### src/pps_timing_params.svh
// Purpose: constants for the pps timing and serial configuration block
// Assumes: 200 MHz system clock
// Notes: timing counts derive from times in their own units
// Contract
// - pulse shifted by signed cable delay offset; negative moves it earlier
// - cable delay accepted by configuration command and savable to storage
// - leading edge aligned to second; rising or falling chosen by configuration
// - timing report request issued after each pulse
// - position time stamp marks that fix only, not the pulse
// - new configuration applies at once; storage only on command
// - on reset operating parameters load from stored values
// - save command writes all current parameters to storage
// - factory request restores defaults and erases stored position
// - stored reference position saved or deleted on command
// - port settings live in working storage; saved on port command
// - port a defaults binary both ways, 115 kbps, 8N1
// - port b defaults 921 kbps, no protocol; set via port a
// - host may change baud, data bits, parity and stop bits
// - no flow control on either port
// - nmea input only proprietary; nmea output and binary both ways
`ifndef PPS_TIMING_PARAMS_SVH
`define PPS_TIMING_PARAMS_SVH
`define CLK_HZ 200000000
`define SECOND_CYCLES 200000000
`define DELAY_NS_PER_CYCLE 5
`define BAUD_A_DEFAULT 115200
`define BAUD_B_DEFAULT 921600
`define DIV_A_DEFAULT (`CLK_HZ / `BAUD_A_DEFAULT)
`define DIV_B_DEFAULT (`CLK_HZ / `BAUD_B_DEFAULT)
`define DATA_BITS_DEFAULT 4'h8
`define STOP_BITS_DEFAULT 2'h1
`define PULSE_NS 100000
`define PULSE_CYCLES (`PULSE_NS / `DELAY_NS_PER_CYCLE)
`define PROTO_NONE 2'h0
`define PROTO_BINARY 2'h1
`define PROTO_NMEA 2'h2
`endif

### src/pps_timing_pkg.sv
// Purpose: shared types for the pps timing block
// Assumes: nothing
// Notes: port configuration carried as one struct
package pps_timing_pkg;
	typedef enum logic [1:0] {PAR_NONE = 2'h0, PAR_ODD = 2'h1, PAR_EVEN = 2'h2} parity_e;
	typedef struct packed {
		logic [15:0] divisor;
		logic [3:0] data_bits;
		parity_e parity;
		logic [1:0] stop_bits;
		logic [1:0] proto;
	} port_cfg_s;
	typedef struct packed {
		logic signed [31:0] cable_delay_ns;
		logic rising_on_time;
		port_cfg_s port_a;
		port_cfg_s port_b;
	} params_s;
	typedef struct packed {
		logic save_all;
		logic factory;
		logic save_ports;
		logic save_pos;
		logic delete_pos;
	} cmd_s;
endpackage : pps_timing_pkg

### src/pps_timing_host_serial_config.sv
// Purpose: pulse-per-second generation, parameter store control, two serial ports
// Assumes: stored parameters presented on stored_params, written via store_* strobes
// Notes: commands arrive decoded as one-cycle pulses from the protocol engine
`include "pps_timing_params.svh"
`timescale 1ns/1ps
`default_nettype none
module pps_timing_host_serial_config
	import pps_timing_pkg::*;
#(
	parameter int SECOND_CYCLES = `SECOND_CYCLES,
	parameter int PULSE_CYCLES = `PULSE_CYCLES
) (
	input wire logic clk_sys,
	input wire logic rstn,
	input wire logic second_tick,
	input wire params_s stored_params,
	input wire logic stored_valid,
	input wire logic cfg_write,
	input wire params_s cfg_data,
	input wire cmd_s cmd,
	input wire logic port_a_receive,
	input wire logic port_b_receive,
	input wire logic [7:0] tx_a_data,
	input wire logic tx_a_valid,
	input wire logic [7:0] tx_b_data,
	input wire logic tx_b_valid,
	output logic pps_out,
	output logic report_req,
	output params_s active_params,
	output params_s store_data,
	output logic store_write,
	output logic store_ports_write,
	output logic store_pos_write,
	output logic store_pos_erase,
	output logic port_a_transmit,
	output logic port_b_transmit,
	output logic tx_a_ready,
	output logic tx_b_ready,
	output logic [7:0] rx_a_data,
	output logic rx_a_valid,
	output logic rx_a_error,
	output logic [7:0] rx_b_data,
	output logic rx_b_valid,
	output logic rx_b_error
);
	localparam int SEC_W = $clog2(SECOND_CYCLES + 1);

	// factory defaults for working parameters
	wire port_cfg_s def_a = '{divisor: 16'(`DIV_A_DEFAULT), data_bits: `DATA_BITS_DEFAULT,
		parity: PAR_NONE, stop_bits: `STOP_BITS_DEFAULT, proto: `PROTO_BINARY};
	wire port_cfg_s def_b = '{divisor: 16'(`DIV_B_DEFAULT), data_bits: `DATA_BITS_DEFAULT,
		parity: PAR_NONE, stop_bits: `STOP_BITS_DEFAULT, proto: `PROTO_NONE};
	wire params_s factory_params = '{cable_delay_ns: 32'sh0, rising_on_time: 1'b1,
		port_a: def_a, port_b: def_b};

	// load from storage once after reset release, or factory defaults when stored_valid is low
	logic loaded;
	logic [1:0] tick_sync;
	always_ff @(posedge clk_sys or negedge rstn) begin
		if (!rstn) begin
			loaded <= 1'b0;
			active_params <= '0;
		end else if (!loaded) begin
			active_params <= stored_valid ? stored_params : factory_params;
			loaded <= 1'b1;
		end else if (cmd.factory) begin
			active_params <= factory_params;
		end else if (cfg_write) begin
			active_params <= cfg_data;
		end
	end

	// storage strobes: only on explicit command
	always_ff @(posedge clk_sys or negedge rstn) begin
		if (!rstn) begin
			store_write <= 1'b0;
			store_ports_write <= 1'b0;
			store_pos_write <= 1'b0;
			store_pos_erase <= 1'b0;
			store_data <= '0;
		end else begin
			store_write <= loaded && (cmd.save_all || cmd.factory);
			store_ports_write <= loaded && cmd.save_ports;
			store_pos_write <= loaded && cmd.save_pos && !cmd.factory;
			store_pos_erase <= loaded && (cmd.delete_pos || cmd.factory);
			store_data <= cmd.factory ? factory_params : active_params;
		end
	end

	// second tick from the time base, synchronised
	always_ff @(posedge clk_sys or negedge rstn) begin
		if (!rstn) tick_sync <= 2'b00;
		else tick_sync <= {tick_sync[0], second_tick};
	end
	logic tick_last;
	always_ff @(posedge clk_sys or negedge rstn) begin
		if (!rstn) tick_last <= 1'b0;
		else tick_last <= tick_sync[1];
	end
	wire tick_rise = tick_sync[1] && !tick_last;

	// offset in cycles; negative fires earlier, wrapped into the second
	wire signed [31:0] delay_cyc = active_params.cable_delay_ns / `DELAY_NS_PER_CYCLE;
	wire signed [32:0] fire_raw = (delay_cyc < 0) ? 33'(SECOND_CYCLES) + 33'(delay_cyc) : 33'(delay_cyc);
	wire [SEC_W-1:0] fire_at = SEC_W'(fire_raw);

	logic [SEC_W-1:0] sec_cnt;
	logic [SEC_W-1:0] pulse_cnt;
	logic pulse_on;
	wire fire = loaded && (sec_cnt == fire_at);
	always_ff @(posedge clk_sys or negedge rstn) begin
		if (!rstn) sec_cnt <= '0;
		else if (tick_rise) sec_cnt <= '0;
		else if (sec_cnt != SEC_W'(SECOND_CYCLES - 1)) sec_cnt <= sec_cnt + 1'b1;
		else sec_cnt <= '0;
	end
	always_ff @(posedge clk_sys or negedge rstn) begin
		if (!rstn) begin
			pulse_on <= 1'b0;
			pulse_cnt <= '0;
		end else if (fire) begin
			pulse_on <= 1'b1;
			pulse_cnt <= '0;
		end else if (pulse_on && pulse_cnt == SEC_W'(PULSE_CYCLES - 1)) begin
			pulse_on <= 1'b0;
		end else if (pulse_on) begin
			pulse_cnt <= pulse_cnt + 1'b1;
		end
	end
	always_ff @(posedge clk_sys or negedge rstn) begin
		if (!rstn) begin
			pps_out <= 1'b0;
			report_req <= 1'b0;
		end else begin
			pps_out <= loaded && (pulse_on ~^ active_params.rising_on_time);
			report_req <= pulse_on && pulse_cnt == SEC_W'(PULSE_CYCLES - 1);
		end
	end

	// two uart channels, no flow control
	wire port_cfg_s cfg [2] = '{active_params.port_a, active_params.port_b};
	wire rx_pin [2] = '{port_a_receive, port_b_receive};
	wire [7:0] txd [2] = '{tx_a_data, tx_b_data};
	wire txv [2] = '{tx_a_valid, tx_b_valid};
	logic tx_pin [2];
	logic tx_rdy [2];
	logic [7:0] rxd [2];
	logic rxv [2];
	logic rxe [2];
	genvar g;
	generate
		for (g = 0; g < 2; g++) begin : ch
			logic [1:0] rs;
			logic [15:0] tdiv, rdiv;
			logic [11:0] tsh;
			logic [3:0] tleft, rleft;
			logic tbusy, rbusy;
			logic [10:0] rsh;
			wire [3:0] nbits = cfg[g].data_bits;
			wire par_en = cfg[g].parity != PAR_NONE;
			wire [7:0] tmask = txd[g] & 8'(9'h1FF >> (4'h9 - nbits));
			wire tpar = ^tmask ^ (cfg[g].parity == PAR_ODD);
			wire [3:0] tbits = 4'(1 + nbits + par_en + cfg[g].stop_bits);
			wire take = tx_rdy[g] && txv[g];
			always_ff @(posedge clk_sys or negedge rstn) begin
				if (!rstn) rs <= 2'b11;
				else rs <= {rs[0], rx_pin[g]};
			end
			always_ff @(posedge clk_sys or negedge rstn) begin
				if (!rstn) begin
					tbusy <= 1'b0;
					tsh <= 12'hFFF;
					tdiv <= '0;
					tleft <= '0;
				end else if (take) begin
					// start, data lsb first, parity, stops
					tsh <= ((12'hFFF << (nbits + par_en + 1)) | (12'(tpar & par_en) << (nbits + 1))
						| (12'(tmask) << 1));
					tbusy <= 1'b1;
					tleft <= tbits;
					tdiv <= cfg[g].divisor;
				end else if (tbusy) begin
					if (tdiv == 16'h1) begin
						tdiv <= cfg[g].divisor;
						tsh <= {1'b1, tsh[11:1]};
						tleft <= tleft - 4'h1;
						if (tleft == 4'h1) tbusy <= 1'b0;
					end else begin
						tdiv <= tdiv - 16'h1;
					end
				end
			end
			always_ff @(posedge clk_sys or negedge rstn) begin
				if (!rstn) begin
					tx_pin[g] <= 1'b1;
					tx_rdy[g] <= 1'b0;
				end else begin
					tx_pin[g] <= tbusy ? tsh[0] : 1'b1;
					tx_rdy[g] <= loaded && !tbusy && !take;
				end
			end
			wire [7:0] rmask = 8'(9'h1FF >> (4'h9 - nbits));
			wire [7:0] rdata = 8'(rsh >> (4'hB - nbits - par_en)) & rmask;
			always_ff @(posedge clk_sys or negedge rstn) begin
				if (!rstn) begin
					rbusy <= 1'b0;
					rdiv <= '0;
					rleft <= '0;
					rsh <= '0;
					rxd[g] <= '0;
					rxv[g] <= 1'b0;
					rxe[g] <= 1'b0;
				end else begin
					rxv[g] <= 1'b0;
					rxe[g] <= 1'b0;
					if (!rbusy && !rs[1]) begin
						rbusy <= 1'b1;
						rdiv <= {1'b0, cfg[g].divisor[15:1]};
						rleft <= 4'(1 + nbits + par_en);
					end else if (rbusy) begin
						if (rdiv == 16'h0) begin
							rdiv <= cfg[g].divisor - 16'h1;
							rsh <= {rs[1], rsh[10:1]};
							if (rleft == 4'h0) begin
								rbusy <= 1'b0;
								rxd[g] <= rdata;
								rxv[g] <= rs[1];
								rxe[g] <= !rs[1] || (par_en && (^(rsh >> (4'hA - nbits)) ^ (cfg[g].parity == PAR_ODD)));
							end
							rleft <= rleft - 4'h1;
						end else begin
							rdiv <= rdiv - 16'h1;
						end
					end
				end
			end
		end
	endgenerate
	assign port_a_transmit = tx_pin[0];
	assign port_b_transmit = tx_pin[1];
	assign tx_a_ready = tx_rdy[0];
	assign tx_b_ready = tx_rdy[1];
	assign rx_a_data = rxd[0];
	assign rx_b_data = rxd[1];
	assign rx_a_valid = rxv[0];
	assign rx_b_valid = rxv[1];
	assign rx_a_error = rxe[0];
	assign rx_b_error = rxe[1];

	pulse_len_a: assert property (@(posedge clk_sys) disable iff (!rstn)
		$rose(pulse_on) |-> pulse_on [*8])
		else $error("pulse too short");
	fire_phase_a: assert property (@(posedge clk_sys) disable iff (!rstn)
		$rose(pulse_on) |-> $past(loaded && sec_cnt == fire_at))
		else $error("pulse off its offset");
	edge_pol_a: assert property (@(posedge clk_sys) disable iff (!rstn)
		pulse_on && loaded |-> ##1 (pps_out == $past(active_params.rising_on_time)))
		else $error("edge polarity");
	pps_idle_a: assert property (@(posedge clk_sys) disable iff (!rstn)
		loaded && !pulse_on |=> pps_out == !$past(active_params.rising_on_time))
		else $error("idle level");
	report_a: assert property (@(posedge clk_sys) disable iff (!rstn)
		report_req |-> $past(pulse_on))
		else $error("report without pulse");
	pulse_end_a: assert property (@(posedge clk_sys) disable iff (!rstn)
		$fell(pulse_on) |-> report_req)
		else $error("pulse ended without report");
	report_once_a: assert property (@(posedge clk_sys) disable iff (!rstn)
		report_req |=> !report_req)
		else $error("report longer than one cycle");
	cfg_apply_a: assert property (@(posedge clk_sys) disable iff (!rstn)
		loaded && cfg_write && !cmd.factory |=> active_params == $past(cfg_data))
		else $error("config late");
	cfg_no_save_a: assert property (@(posedge clk_sys) disable iff (!rstn)
		loaded && cfg_write && !cmd.save_all && !cmd.factory |=> !store_write)
		else $error("config saved without command");
	load_once_a: assert property (@(posedge clk_sys) disable iff (!rstn)
		!loaded |=> loaded && active_params == $past(stored_valid ? stored_params : factory_params))
		else $error("parameters not loaded");
	no_auto_save_a: assert property (@(posedge clk_sys) disable iff (!rstn)
		store_write |-> $past(cmd.save_all || cmd.factory))
		else $error("unrequested save");
	save_data_a: assert property (@(posedge clk_sys) disable iff (!rstn)
		loaded && cmd.save_all && !cmd.factory |=> store_write && store_data == $past(active_params))
		else $error("save data");
	factory_a: assert property (@(posedge clk_sys) disable iff (!rstn)
		loaded && cmd.factory |=> store_pos_erase && active_params == factory_params)
		else $error("factory");
	pos_erase_a: assert property (@(posedge clk_sys) disable iff (!rstn)
		store_pos_erase |-> $past(cmd.delete_pos || cmd.factory))
		else $error("unrequested position erase");
	port_save_a: assert property (@(posedge clk_sys) disable iff (!rstn)
		loaded && cmd.save_ports |=> store_ports_write)
		else $error("port save");
	tx_take_a: assert property (@(posedge clk_sys) disable iff (!rstn)
		tx_a_ready && tx_a_valid |=> !tx_a_ready && ch[0].tbusy)
		else $error("byte not taken");
	tx_idle_a: assert property (@(posedge clk_sys) disable iff (!rstn)
		!ch[0].tbusy ##1 !ch[0].tbusy |-> port_a_transmit)
		else $error("line not idle high");
	rx_once_a: assert property (@(posedge clk_sys) disable iff (!rstn)
		rx_a_valid |=> !rx_a_valid)
		else $error("receive valid longer than one cycle");
endmodule : pps_timing_host_serial_config
`default_nettype wire

### config.mk
export PLATFORM = sky130hd
export DESIGN_NAME = pps_timing_host_serial_config
export DESIGN_NICKNAME = d
export VERILOG_FILES = /design/src/pps_timing_pkg.sv /design/src/pps_timing_host_serial_config.sv
export VERILOG_INCLUDE_DIRS = /design/src /design/src/src
export SDC_FILE = /design/constraint.sdc
export NUM_CORES = 1
export LEC_CHECK = 0
export ABC_CLOCK_PERIOD_IN_PS = 14800
export BUFFER_PORTS_ARGS = -buffer_cell sky130_fd_sc_hd__clkbuf_2
export CAP_MARGIN = 20
export CORE_MARGIN = 2
export CORE_UTILIZATION = 52
export CTS_CLUSTER_SIZE = 40
export DETAILED_ROUTE_END_ITERATION = 8
export PLACE_DENSITY = 0.76
export SLEW_MARGIN = 25
export SYNTH_ARGS = -nofsm -noshare
export SYNTH_HDL_FRONTEND = slang
export SYNTH_SLANG_ARGS = --single-unit
### constraint.sdc
create_clock -name clk_sys -period 14.8 [get_ports clk_sys]
set_input_delay 0.74 -clock clk_sys [delete_from_list [all_inputs] [get_ports clk_sys]]
set_output_delay 0.74 -clock clk_sys [all_outputs]
set_load 0.02 [all_outputs]
==> flow_summary_export.csv <==
group,metric,value,unit
route,routed-via-count,31500,
run,drv_cap,0,
floorplanning,io_pins,400,
route,drc,0,
setup_path,crit_path_top_delay_cell,"or4_4",
yosys,syn_area_per_cell,8.26,um^2
setup_path,endpoint_kind,"flip-flop",
yosys,async_flop_share,100,%
yosys,seq_area_frac_synth,33.9,%
sta,rsz0062_at_grt,"yes",
yosys,synth_edf_count,0,
route,first_pass_iters,6,
sta,finalWorstSetupSlack,-0.708,ns
route,drtIter0Drc,3178,
clocking,htree_levels,2,
cells_and_area,syn_to_final_growth,33.1,%
clocking,cts_tree,"built",
sta,setup_viol_count_final,29,
setup_path,timing.rr.end,"pulse_on$_DFFE_PN0P_",
setup_path,startpoint_type,"flip-flop",
floorplanning,die_y,241,um
clocking,clk_latency,0.60,ns
setup_path,crit_fanout,7,
yosys,synth_nets,3804,
global_routing,track_usage,34.8,%
setup_path,worst-r2r-setup-slack,-0.71,ns
place,gp_congestion,0.986,
status,violations,"setup timing",
floorplanning,die_w,241,um
setup_path,critPathMaxStageDelay,0.56,ns
yosys,ys_seq_elements,395,
setup_path,crit_buf_inv,29,
route,drt_wl_total,106000,um
global_routing,gr-total-overflow,0,
clocking,cts_made_buffers,45,
sta,hold_viol,0,
sta,worstMarginPinSlew,1.11,ns
clocking,cts_sinks,395,
floorplanning,num_rows,87,
sta,fin_skew,0.0277,ns
global_routing,grt_pass1_wl,162000,um
global_routing,antenna_found_initial,4,
yosys,synth.distinct_cells,144,
route,viasPerCell,6.18,
setup_path,worstReg2RegStart,"active_params[67]$_DFFE_PN0P_",
setup_path,critPathArrivalTime,15.99,ns
cells_and_area,fin_util,69.6,%
yosys,synth-main-ff-cell,"dfrtp_1",
yosys,yosysWarnings,0,
place,numPortBuffers,399,
setup_path,crit_required,15.28,ns
global_routing,grt_pass1_vias,29600,
route,wl_per_cell,20.7,um
status,status,"complete, but fails checks",
sta,period_needed,15.51,ns
cells_and_area,nNetsFinal,4573,
route,ant_nets,0,
yosys,syn_inst,3546,
setup_path,critical_path.top_delay_family,"compound AO/OA/AOI/OAI gates",
sta,relSlewSlack,25.8,%
clocking,root_buffer,"clkbuf_16",
sta,whs,0.0337,ns
min_path,hold_path.class,"in2async",
global_routing,grt_max_degree,130,
sta,slew_viol_final,0,
sta,finalCritPeriodShare,105,%
floorplanning,start_util,52.3,%
cells_and_area,drive_gt1_share,32.5,%
floorplanning,dieArea,58300,um^2
place,hpwl,73300,um
clocking,cts_buffer_depth,3,
setup_path,rr_worst_depth,76,
floorplanning,core_area,56100,um^2
setup_path,critical_path_class,"reg2reg",
yosys,synth_area,29300,um^2
clocking,cts_hold_buf,0,
clocking,path_clk_slew,0.07,ns
setup_path,crit_top_cell,"buf_4",
sta,max_freq,0.0645,GHz
area by class of cell:
cell class	count	area, um^2
inverters	69	262
clock inverters	23	369
multi-input cells	2865	19900
flip-flops and latches	395	9930
well taps	756	946
repair buffers	939	6380
fillers	4288	17100
clock buffers	60	1210
diodes	1	2.50
layer usage:
metal  part of all wire [%]  GRT usage [%]
met5                  0.026              0
met4                    4.6           14.9
met3                    8.8           7.25
met2                     46           55.4
met1                     41           46.1
per-stage QoR:
step / setup slack, ns / instances / setup TNS, ns / cell area (um^2)
after floorplan: 0.00575 / 3546 / 0 / 29700
after global placement: -0.590 / 4906 / -16.85 / 34900
after detailed placement: -0.756 / 4906 / -21.26 / 35000
after CTS: -0.311 / 5071 / -7.77 / 38100
after global routing: -1.25 / 5107 / -35.31 / 39000
final: -0.708 / 5108 / -18.41 / 39000
worst max path at each step:
| stage | startpoint | endpoint | slack, ns | cells past startpoint |
|---|---|---|---|---|
| 4_1_cts | active_params[68]$_DFFE_PN0P_ | pulse_cnt[0]$_DFFE_PN0P_ | -0.31 | 67 |
| 3_5_place_dp | active_params[70]$_DFFE_PN0P_ | pulse_cnt[2]$_DFFE_PN0P_ | -0.76 | 66 |
| 3_3_place_gp | active_params[68]$_DFFE_PN0P_ | pulse_cnt[8]$_DFFE_PN0P_ | -0.59 | 66 |
| 5_1_grt | active_params[74]$_DFFE_PN0P_ | pulse_cnt[13]$_DFFE_PN0P_ | -1.25 | 71 |
| 2_1_floorplan | active_params[68]$_DFFE_PN0P_ | pulse_cnt[17]$_DFFE_PN0P_ | 0.006 | 64 |
| 6_report | active_params[67]$_DFFE_PN0P_ | pulse_on$_DFFE_PN0P_ | -0.71 | 76 |
timing repair:
action,in CTS,in global routing
setup buffers,81,31
gates cloned,4,5
endpoints found under the setup margin,29,29
pin swaps,76,103
gates resized for setup,158,104
logic make-up after synthesis:
logic type / share of synthesized area, %
compound gates: 25.0
mux: 4.48
flops: 33.9
xor+xnor: 7.78
fa+ha+maj: 2.72
simple gates: 22.2
buf+inv: 3.95
other cells: 0.0128
state kept, by name, summed over array words and instances, names as in the netlist, 22 cells and up:
name           count
sec_cnt           28
ch.rdiv           32
pulse_cnt         28
ch.tdiv           32
ch.rsh            22
ch.tsh            24
store_data        85
active_params     77
layout by cell type, fill, tap and decap left out, types with 26 or more instances in the layout:
master / count
nand3_1: 92
inv_1: 64
nand2_1: 380
mux2_2: 32
or2_2: 26
clkbuf_2: 397
nor2b_1: 86
clkbuf_16: 48
nor2_1: 345
a211oi_1: 29
ha_1: 51
nand4_1: 39
xor2_1: 96
dfrtp_1: 361
a21oi_1: 275
o21ai_0: 304
nor3_1: 90
and3_1: 35
o211ai_1: 35
mux2i_1: 58
xnor2_1: 138
a31oi_1: 33
buf_4: 501
dfstp_2: 30
nor4_1: 32
cell usage after synthesis (30+ instances only):
| cell type | number | area share (%) |
|---|---|---|
| nor4_1 | 37 | 0.79 |
| inv_1 | 67 | 0.86 |
| nand2_1 | 390 | 5.0 |
| xor2_1 | 103 | 3.1 |
| nand4_1 | 39 | 0.83 |
| nor3_1 | 102 | 1.7 |
| a21oi_1 | 284 | 4.9 |
| dfstp_2 | 30 | 2.7 |
| o21ai_0 | 314 | 5.4 |
| mux2i_1 | 62 | 2.1 |
| clkbuf_1 | 174 | 2.2 |
| nor2_1 | 350 | 4.5 |
| and3_1 | 42 | 0.90 |
| a31oi_1 | 39 | 0.83 |
| nand3_1 | 103 | 1.8 |
| mux2_2 | 34 | 1.3 |
| nor2b_1 | 90 | 1.9 |
| o211ai_1 | 35 | 0.90 |
| dfrtp_1 | 365 | 31 |
| xnor2_1 | 149 | 4.5 |
| a211oi_1 | 39 | 1.0 |
| ha_1 | 54 | 2.3 |
Power is left out: the tool's default activity adds up to more than one toggle a clock period on the data nets, which glitch-free logic cannot reach.
